File: src/rtl/ifc_pkg.sv
package ifc_pkg;
    // ======================================================
    // bus geometry
    localparam int ADR_W = 8;
    localparam int DAT_W = 32;
    localparam int SEL_W = 4;
    localparam int LANE_W = 8;
    localparam int WORD_LSB = 2;

    // ======================================================
    // register byte offsets
    localparam logic [ADR_W-1:0] OFS_DEBUG_CONTROL = 8'h00;
    localparam logic [ADR_W-1:0] OFS_FF_ENABLE = 8'h04;
    localparam logic [ADR_W-1:0] OFS_FF_DISABLE = 8'h08;
    localparam logic [ADR_W-1:0] OFS_FF_STATUS = 8'h0C;
    localparam logic [ADR_W-1:0] OFS_PENDING = 8'h10;
    localparam logic [ADR_W-1:0] OFS_PENDING_CLEAR = 8'h14;

    // ======================================================
    // field positions and reset values
    localparam int PROTECT_BIT = 0;
    localparam int GMASK_BIT = 1;
    localparam int FAST_SRC_BIT = 0;
    localparam logic RST_PROTECT = 1'b0;
    localparam logic RST_GMASK = 1'b0;
    localparam logic [DAT_W-1:0] RD_ZERO = 32'h0000_0000;

    typedef enum logic [2:0] {
        IFC_R_DCR,
        IFC_R_FFER,
        IFC_R_FFDR,
        IFC_R_FFSR,
        IFC_R_PEND,
        IFC_R_PCLR,
        IFC_R_NONE
    } ifc_reg_t;
endpackage

File: src/rtl/ifc_top.sv
// The register addresses and register access over Wishbone were left to the implementer.
`timescale 1ns/100ps
module ifc_top #(
    parameter int NUM_SRC = 32
) (
    input wire logic clk_i,
    input wire logic rst_i,
    input wire logic wb_cyc_i,
    input wire logic wb_stb_i,
    input wire logic wb_we_i,
    input wire logic [ifc_pkg::ADR_W-1:0] wb_adr_i,
    input wire logic [ifc_pkg::SEL_W-1:0] wb_sel_i,
    input wire logic [ifc_pkg::DAT_W-1:0] wb_dat_i,
    output logic [ifc_pkg::DAT_W-1:0] wb_dat_o,
    output logic wb_ack_o,
    input wire logic [NUM_SRC-1:0] source_i,
    output logic standard_request_out_n_o,
    output logic fast_request_out_n_o,
    output logic protection_enable_o
);
    // ======================================================
    // elaboration checks
    if (NUM_SRC < 2 || NUM_SRC > ifc_pkg::DAT_W) begin : g_bad_num_src
        $error("NUM_SRC must lie between 2 and the bus width");
    end

    // ======================================================
    // helpers
    function automatic ifc_pkg::ifc_reg_t decode(
        input logic [ifc_pkg::ADR_W-1:0] adr
    );
        logic [ifc_pkg::ADR_W-1:ifc_pkg::WORD_LSB] w;
        w = adr[ifc_pkg::ADR_W-1:ifc_pkg::WORD_LSB];
        if (w == ifc_pkg::OFS_DEBUG_CONTROL[ifc_pkg::ADR_W-1:ifc_pkg::WORD_LSB]) begin
            return ifc_pkg::IFC_R_DCR;
        end else if (w == ifc_pkg::OFS_FF_ENABLE[ifc_pkg::ADR_W-1:ifc_pkg::WORD_LSB]) begin
            return ifc_pkg::IFC_R_FFER;
        end else if (w == ifc_pkg::OFS_FF_DISABLE[ifc_pkg::ADR_W-1:ifc_pkg::WORD_LSB]) begin
            return ifc_pkg::IFC_R_FFDR;
        end else if (w == ifc_pkg::OFS_FF_STATUS[ifc_pkg::ADR_W-1:ifc_pkg::WORD_LSB]) begin
            return ifc_pkg::IFC_R_FFSR;
        end else if (w == ifc_pkg::OFS_PENDING[ifc_pkg::ADR_W-1:ifc_pkg::WORD_LSB]) begin
            return ifc_pkg::IFC_R_PEND;
        end else if (w == ifc_pkg::OFS_PENDING_CLEAR[ifc_pkg::ADR_W-1:ifc_pkg::WORD_LSB]) begin
            return ifc_pkg::IFC_R_PCLR;
        end
        return ifc_pkg::IFC_R_NONE;
    endfunction

    // only lanes with sel high contribute their ones
    function automatic logic [NUM_SRC-1:0] lane_ones(
        input logic [ifc_pkg::DAT_W-1:0] dat,
        input logic [ifc_pkg::SEL_W-1:0] sel
    );
        logic [ifc_pkg::DAT_W-1:0] m;
        m = '0;
        for (int i = 0; i < ifc_pkg::SEL_W; i++) begin
            if (sel[i]) begin
                m[i*ifc_pkg::LANE_W +: ifc_pkg::LANE_W] =
                    dat[i*ifc_pkg::LANE_W +: ifc_pkg::LANE_W];
            end
        end
        return m[NUM_SRC-1:0];
    endfunction

    // ======================================================
    // bus slave
    logic load;
    logic write;
    ifc_pkg::ifc_reg_t sel_reg;
    logic [NUM_SRC-1:0] wr_ones;

    ifc_wb_slave u_slave (
        .clk_i(clk_i),
        .rst_i(rst_i),
        .cyc_i(wb_cyc_i),
        .stb_i(wb_stb_i),
        .we_i(wb_we_i),
        .ack_o(wb_ack_o),
        .load_o(load),
        .write_o(write)
    );

    assign sel_reg = decode(wb_adr_i);
    assign wr_ones = lane_ones(wb_dat_i, wb_sel_i);

    // ======================================================
    // debug control
    logic protect_q;
    logic protect_d;
    logic gmask_q;
    logic gmask_d;

    always_comb begin
        protect_d = protect_q;
        gmask_d = gmask_q;
        // both bits sit in lane 0; a write without that lane leaves them
        if (write && sel_reg == ifc_pkg::IFC_R_DCR && wb_sel_i[0]) begin
            protect_d = wb_dat_i[ifc_pkg::PROTECT_BIT];
            gmask_d = wb_dat_i[ifc_pkg::GMASK_BIT];
        end
    end

    always_ff @(posedge clk_i) begin
        if (rst_i) begin
            protect_q <= ifc_pkg::RST_PROTECT;
            gmask_q <= ifc_pkg::RST_GMASK;
        end else begin
            protect_q <= protect_d;
            gmask_q <= gmask_d;
        end
    end

    // protection is only stored and exported; nothing here reacts to it
    assign protection_enable_o = protect_q;

    // ======================================================
    // fast forcing state
    logic [NUM_SRC-1:0] ff_q;
    logic [NUM_SRC-1:0] ff_d;
    logic [NUM_SRC-1:0] clear_mask;

    always_comb begin
        ff_d = ff_q;
        if (write && sel_reg == ifc_pkg::IFC_R_FFER) begin
            ff_d = ff_q | wr_ones;
        end
        if (write && sel_reg == ifc_pkg::IFC_R_FFDR) begin
            ff_d = ff_q & ~wr_ones;
        end
        // fast source bit has no flop
        ff_d[ifc_pkg::FAST_SRC_BIT] = 1'b0;
    end

    always_ff @(posedge clk_i) begin
        if (rst_i) begin
            ff_q <= '0;
        end else begin
            ff_q <= ff_d;
        end
    end

    always_comb begin
        clear_mask = '0;
        if (write && sel_reg == ifc_pkg::IFC_R_PCLR) begin
            clear_mask = wr_ones;
        end
    end

    // ======================================================
    // pending and request lines
    logic [NUM_SRC-1:0] pending;

    ifc_route #(
        .NUM_SRC(NUM_SRC)
    ) u_route (
        .clk_i(clk_i),
        .rst_i(rst_i),
        .source_i(source_i),
        .clear_i(clear_mask),
        .forced_i(ff_q),
        .gmask_i(gmask_q),
        .pending_o(pending),
        .standard_n_o(standard_request_out_n_o),
        .fast_n_o(fast_request_out_n_o)
    );

    // ======================================================
    // read data
    logic [ifc_pkg::DAT_W-1:0] rdat_q;
    logic [ifc_pkg::DAT_W-1:0] rdat_d;

    always_comb begin
        rdat_d = rdat_q;
        if (load) begin
            rdat_d = ifc_pkg::RD_ZERO;
            case (sel_reg)
                ifc_pkg::IFC_R_DCR: begin
                    rdat_d[ifc_pkg::PROTECT_BIT] = protect_q;
                    rdat_d[ifc_pkg::GMASK_BIT] = gmask_q;
                end
                ifc_pkg::IFC_R_FFSR: begin
                    rdat_d[NUM_SRC-1:0] = ff_q;
                end
                ifc_pkg::IFC_R_PEND: begin
                    rdat_d[NUM_SRC-1:0] = pending;
                end
                // write-only and unmapped words read as zero
                default: begin
                    rdat_d = ifc_pkg::RD_ZERO;
                end
            endcase
        end
    end

    always_ff @(posedge clk_i) begin
        if (rst_i) begin
            rdat_q <= ifc_pkg::RD_ZERO;
        end else begin
            rdat_q <= rdat_d;
        end
    end

    assign wb_dat_o = rdat_q;

    // pending sources that are not forced; all but FAST_SRC_BIT belong on the standard line
    logic [NUM_SRC-1:0] std_routed;
    assign std_routed = pending & ~ff_q;
endmodule

File: src/rtl/ifc_wb_slave.sv
`timescale 1ns/100ps
module ifc_wb_slave (
    input wire logic clk_i,
    input wire logic rst_i,
    input wire logic cyc_i,
    input wire logic stb_i,
    input wire logic we_i,
    output logic ack_o,
    output logic load_o,
    output logic write_o
);
    logic ack_q;
    logic ack_d;

    // ======================================================
    // one wait state, ack for exactly one cycle
    always_comb begin
        ack_d = cyc_i & stb_i & ~ack_q;
    end

    always_ff @(posedge clk_i) begin
        if (rst_i) begin
            ack_q <= 1'b0;
        end else begin
            ack_q <= ack_d;
        end
    end

    assign ack_o = ack_q;
    // read data is captured together with the ack edge
    assign load_o = ack_d;
    // writes land on the edge where the master sees ack
    assign write_o = cyc_i & stb_i & we_i & ack_q;
endmodule

File: src/rtl/ifc_route.sv
`timescale 1ns/100ps
module ifc_route #(
    parameter int NUM_SRC = 32
) (
    input wire logic clk_i,
    input wire logic rst_i,
    input wire logic [NUM_SRC-1:0] source_i,
    input wire logic [NUM_SRC-1:0] clear_i,
    input wire logic [NUM_SRC-1:0] forced_i,
    input wire logic gmask_i,
    output logic [NUM_SRC-1:0] pending_o,
    output logic standard_n_o,
    output logic fast_n_o
);
    logic [NUM_SRC-1:0] pend_q;
    logic [NUM_SRC-1:0] pend_d;
    logic std_n_q;
    logic std_n_d;
    logic fast_n_q;
    logic fast_n_d;
    logic [NUM_SRC-1:0] fast_sel;

    // ======================================================
    // pending capture and output steering
    always_comb begin
        // a new source level beats a clear in the same cycle
        pend_d = (pend_q & ~clear_i) | source_i;
        fast_sel = forced_i;
        fast_sel[ifc_pkg::FAST_SRC_BIT] = 1'b1;
        std_n_d = ~|(pend_q & ~fast_sel);
        fast_n_d = ~|(pend_q & fast_sel);
        if (gmask_i) begin
            std_n_d = 1'b1;
            fast_n_d = 1'b1;
        end
    end

    always_ff @(posedge clk_i) begin
        if (rst_i) begin
            pend_q <= '0;
            std_n_q <= 1'b1;
            fast_n_q <= 1'b1;
        end else begin
            pend_q <= pend_d;
            std_n_q <= std_n_d;
            fast_n_q <= fast_n_d;
        end
    end

    assign pending_o = pend_q;
    assign standard_n_o = std_n_q;
    assign fast_n_o = fast_n_q;
endmodule

File: config.mk
export PLATFORM = sky130hd
export DESIGN_NAME = ifc_top
export DESIGN_NICKNAME = d
export VERILOG_FILES = /design/src/rtl/ifc_pkg.sv /design/src/rtl/ifc_top.sv /design/src/rtl/ifc_wb_slave.sv /design/src/rtl/ifc_route.sv
export SDC_FILE = /design/constraint.sdc
export NUM_CORES = 1
export LEC_CHECK = 0
export BUFFER_PORTS_ARGS = -buffer_cell sky130_fd_sc_hd__buf_2
export CAP_MARGIN = 20
export CORE_MARGIN = 2
export CORE_UTILIZATION = 54
export CTS_BUF_LIST = sky130_fd_sc_hd__clkbuf_8
export DETAILED_ROUTE_END_ITERATION = 10
export GPL_TIMING_DRIVEN = 0
export PLACE_DENSITY = 0.89
export SYNTH_ARGS = -nofsm -noshare
export SYNTH_HDL_FRONTEND = slang
export SYNTH_SLANG_ARGS = --single-unit
File: constraint.sdc
create_clock -name clk_i -period 2 [get_ports clk_i]
set_clock_uncertainty 0.1 [all_clocks]
set_input_delay 0.2 -clock clk_i [delete_from_list [all_inputs] [get_ports clk_i]]
set_output_delay 0.2 -clock clk_i [all_outputs]
set_load 0.02 [all_outputs]
== After elaboration in Yosys (flattened, before gate mapping) ==
Index checks and enable logic that the tools add are counted.

* Eq/ne operators: 10
* Muxes and demuxes: 22
* Bitwise logic cells: 14
* Reduce and logical (&&, ||, !) cells: 13

{| class="wikitable"
|+ Operators by type and width
! operator !! number
|-
| $and A32 B32 Y32 || 4
|-
| $mux W32 || 3
|-
| $not A32 Y32 || 3
|-
| $or A32 B32 Y32 || 2
|-
| $reduce_or A32 Y1 || 2
|-
| $pmux W30 S2 || 1
|-
| $mux W8 || 4
|-
| $mux W3 || 7
|-
| $eq A6 B2 Y1 const B || 2
|-
| $eq A6 B3 Y1 const B || 2
|-
| $eq A3 B2 Y1 const B || 2
|-
| $eq A3 B3 Y1 const B || 2
|-
| $eq A6 B1 Y1 const B || 1
|-
| $logic_not A6 Y1 || 1
|-
| $mux W1 || 6
|-
| $pmux W2 S3 || 1
|-
| $logic_and A1 B1 Y1 || 5
|-
| $and A1 B1 Y1 || 4
|-
| $eq A3 B1 Y1 const B || 1
|-
| $logic_not A3 Y1 || 1
|-
| $logic_not A1 Y1 || 2
|-
| $reduce_bool A2 Y1 || 1
|-
| $reduce_or A2 Y1 || 1
|-
| $not A1 Y1 || 1
|}

* Flip-flop bits (word level): 101
* Output and inout bits: 36
* Logic and storage cells: 68

== Logic depth before layout (Yosys ltp) ==
* Word-level depth: 14
* Mapped depth: 6
* Gate-level depth less buffers: 4

== Modules after synthesis ==
Synthesis repeated with hierarchy kept, for this count alone.

* Cell total of the unflattened synthesis: 592
* Area, all modules: 4,732.0 um2

{| class="wikitable"
|+ Modules (own cells, without submodules)
! module !! times used !! cells an instance !! area each (um2) !! sequential area each (um2)
|-
| ifc_top || 1 || 386 || 3,163.0 || 1,301.2
|-
| ifc_route || 1 || 202 || 1,516.5 || 680.7
|-
| ifc_wb_slave || 1 || 4 || 52.6 || 20.0
|}

== Least setup slack after synthesis ==
OpenSTA, ideal clock, no wires.

* Path kind: reg-to-reg
* Start: register u_slave.ack_q (netlist: u_slave.ack_o)
* End: register ff_q[13]
* Setup time: 0.091 ns
* Arrival time: 1.434 ns
* Data required time: 1.809 ns
* Slack: 0.375 ns
* Stages on the path, launching flop included: 7
* Path buffers: 2
* Cell sequence: dfxtp_1 > and4_1 > and4b_1 > buf_6 > buf_12 > a31oi_1 > a311oi_1

* Cells in the longest elaborated chain, start to end: 3
* Elaborated cells on any way between the ends: 5
* Classes of those cells: 1 x mux; 1 x bitwise; 3 x reduce/logical

{| class="wikitable"
|+ RTL lines
! item !! RTL line !! text
|-
| from (decl) || ifc_wb_slave.sv:12 || <nowiki>logic ack_q;</nowiki>
|-
| from (signal assigned) || ifc_wb_slave.sv:25 || <nowiki>ack_q <= ack_d;</nowiki>
|-
| $and A1 B1 Y1 (*) || ifc_wb_slave.sv:33 || <nowiki>assign write_o = cyc_i & stb_i & we_i & ack_q;</nowiki>
|-
| $logic_and A1 B1 Y1, on equally long branches || ifc_top.sv:128, ifc_top.sv:125 ||
|-
| $mux W32 or $reduce_bool A2 Y1 (tied branches) || -- ||
|-
| to (signal assigned) || ifc_top.sv:137 || <nowiki>ff_q <= '0;</nowiki>
|-
| to (signal assigned) || ifc_top.sv:139 || <nowiki>ff_q <= ff_d;</nowiki>
|-
| to (decl) || ifc_top.sv:119 || <nowiki>logic [NUM_SRC-1:0] ff_q;</nowiki>
|}

Mark *: on every way between the ends. The rest lies on a longest branch, timed or not.
A chain may end at the register's enable or synchronous reset.

== Final worst setup path ==
* Start: register u_slave.ack_q (netlist: u_slave.ack_o)
* End: register u_route.pend_q[31] (netlist: u_route.pending_o[31])

* Cells in the longest elaborated chain, start to end: 6

{| class="wikitable"
|+ RTL lines
! item !! RTL line !! text
|-
| $and A1 B1 Y1 || ifc_wb_slave.sv:33 ||
|-
| $logic_and A1 B1 Y1 || ifc_top.sv:145 || <nowiki>if (write && sel_reg == ifc_pkg::IFC_R_PCLR) begin</nowiki>
|-
| $mux W32 || ifc_top.sv:145 ||
|-
| $not A32 Y32 || ifc_route.sv:27 || <nowiki>pend_d = (pend_q & ~clear_i) | source_i;</nowiki>
|-
| $and A32 B32 Y32 || ifc_route.sv:27 ||
|-
| $or A32 B32 Y32 || ifc_route.sv:27 ||
|-
| to (signal assigned) || ifc_route.sv:44 || <nowiki>pend_q <= pend_d;</nowiki>
|-
| to (decl) || ifc_route.sv:15 || <nowiki>logic [NUM_SRC-1:0] pend_q;</nowiki>
|}

No other way between the ends.

==> results.yml <==
outcome:
  status: "completed"
logic_synthesis:
  synth_most_common_cell: "dfxtp_1"
  syn_area_per_cell_um2: 8.47
  synth_top_area_frac: 0.454
  synthTopCellsByCount: "dfxtp_1, inv_1, nor2_1"
  syn_inst: 521
  synth_edf_count: 0
  synthTopCellsByArea: "dfxtp_1, a221oi_1, a311oi_1, inv_1, a31oi_1"
  ys_ff_latch: 100
  yosysSeqAreaShare: 0.454
  synth_area_um2: 4410
  synthArstFlopShare: 0
  yosysWarnings: 0
  synthFlopType: "dfxtp_1"
  ys_types: 36
  synth_largest_area_cell: "dfxtp_1"
  syn_nets: 602
clock_tree:
  h-tree-depth: 3
  clock_latency_ns: 0.38
  postCtsSetupBuffers: 0
  ctsResizeCount: 0
  clock-sinks: 100
  cts_buffers: 9
  path_clk_slew_ns: 0.10
  cts_tree: "yes"
  cts_root_buf: "clkbuf_8"
  cts-hold-fix-buffers: 62
  cts_max_path_buffers: 2
floorplanning:
  die_area_um2: 8910
  fp-row-count: 32
  io_pins: 117
  initial_core_util: 0.565
  dieHeight_um: 94.4
  core_area_um2: 7810
  die_x_um: 94.4
routing:
  drcViolationCount: 0
  drtIter0Drc: 592
  ant_nets: 0
  firstDrtPassIters: 5
  wl_um: 15200
  via_count: 5127
  detail_route.vias_per_cell: 6.30
  wire_per_inst_um: 18.7
worst_setup_path:
  crit_arrival_ns: 2.03
  crit_buf_inv: 1
  crit_path_end_kind: "flip-flop"
  r2r_cells: 5
  path_class: "reg -> reg"
  critPathMaxStageDelay_ns: 0.37
  crit_fanout: 10
  cp-start-kind: "flip-flop"
  critical_path_required_ns: 2.12
  crit_cells: 5
  crit_chain: "and4_1 > nand4_1 > clkbuf_1 > o21ai_0 > a21oi_1"
  critPathTopFamily: "simple AND/OR/NAND/NOR gates"
  cp_slowest_cell: "dfxtp_1"
grt:
  grt_pass1_vias: 4947
  overflow: 0
  grt_max_degree: 18
  grt_pass1_wl_um: 24200
  track_usage: 0.349
  antenna_found_initial: 0
timing:
  period_share: 0.951
  max_clock_freq_ghz: 0.526
  min_period_ns: 1.90
  setup_viol: 0
  setup_tns_ns: 0
  setup_slack_ns: 0.0986
  hold_viol: 0
  rsz0062_at_grt: "false"
  maxSlewViolCount: 0
  tightest_slew_ns: 0.619
  hold_slack_ns: 0.0394
  relSlewSlack: 0.587
cells_and_area:
  multiInputGateArea_um2: 1980
  fin_area_um2: 5910
  regArea_um2: 2000
  nets: 788
  area_growth_pct: 33.9
  drive_above_1_share: 0.211
  antenna_cells: 0
  fillers: 531
placed_design:
  port_buffers: 113
  place_congestion: 1.00
  dp_hpwl_um: 10300
  place_area_um2: 5110
  pre_cts_ws_ns: 0.145
pwr:
  power_density_nw_per_um2: 681
  p_seq_frac: 0.536
  switching_share: 0.293
  ir_worst_vdd_v: 0.000408
  power_uw: 4020
  power.switching_uw: 1180
  pwr-share-clk: 0.311
  intPower_uw: 2840
  pwr-share-comb: 0.152
  leakage_uw: 0.00253
worst_hold_path:
  whs_path_depth: 3
  hold_class: "in -> reg"
job:
  cap_violations: 0
-- layout by cell type, fill, tap and decap left out, drive strengths merged --
master,n
dlygate4sd3,62
a22o,5
nand2,34
nand2b,10
a31oi,31
nand3b,1
clkinv,1
inv,57
buf,131
and4,3
nand4,4
o31ai,1
a22oi,5
o221ai,1
a311oi,31
and4b,1
and3,2
mux2i,3
nor3,31
nor4,5
a21oi,34
nor2,38
nand3,2
clkbuf,34
a32oi,1
o21ai,33
a221oi,35
o2111ai,3
a21boi,1
o22ai,8
or3b,1
a311o,1
clkinvlp,2
dfxtp,100
-- through the flow --
step	utilization	cells
4_1_cts	0.757	814
3_3_place_gp	0.654	736
6_report	0.757	814
2_1_floorplan	-	521
5_1_grt	0.757	814
3_5_place_dp	0.654	736
-- power groups by stage --
| stage | Combinational (uW) | Clock, uW | Sequential [uW] |
|---|---|---|---|
| after floorplan | 231 | 0 | 2220 |
| after global placement | 478 | 0 | 2190 |
| after detailed placement | 498 | 0 | 2200 |
| after CTS | 594 | 1230 | 2150 |
| after global routing | 665 | 1310 | 2160 |
| final | 613 | 1250 | 2160 |
-- flip-flops by register name, summed over array words and instances, names as in the netlist --
| register | count |
|---|---|
| u_slave.ack_o | 1 |
| u_route.fast_n_o | 1 |
| ff_q | 31 |
| wb_dat_o | 32 |
| u_route.standard_n_o | 1 |
| u_route.pending_o | 32 |
| gmask_q | 1 |
| protection_enable_o | 1 |
-- layer usage --
metal	GRT usage	vias to the layer above	wire length, um
met5	0	-	0
met4	0.158	0	618
met3	0.0702	66	1610
met2	0.574	378	7080
met1	0.443	2369	5910
li1	-	2314	-
-- tightest hold or removal path, cell delays in order --
cell and delay [ns]:
buf_2 0.09, inv_1 0.09, a21oi_1 0.08
-- cell families after synthesis --
logic type / Yosys count / synth area share
AO/OA/AOI/OAI: 190 / 0.296
AND/OR/NAND/NOR: 132 / 0.145
flip-flops: 100 / 0.454
buffers and inverters: 96 / 0.0984
multiplexers: 3 / 0.00680
-- layout make-up --
| class | instances | share of cell area |
|---|---|---|
| clock inverter | 6 | 0.00783 |
| buffer | 42 | 0.0392 |
| multi-input combinational | 325 | 0.335 |
| sequential | 100 | 0.339 |
| timing repair buffer | 175 | 0.201 |
| inverter | 54 | 0.0343 |
| tap | 102 | 0.0216 |
| clock buffer | 10 | 0.0233 |
-- path summary, 6_finish.rpt --
path | startpoint | to | slack, ns
max | u_slave.ack_o | u_route.pending_o[31] | 0.1
max reg2reg | u_slave.ack_o | u_route.pending_o[31] | 0.1
min reg2reg | wb_dat_o[1] | wb_dat_o[1] | 0.38
min | source_i[7] | u_route.pending_o[7] | 0.04
(Power assumes the default switching activity.)
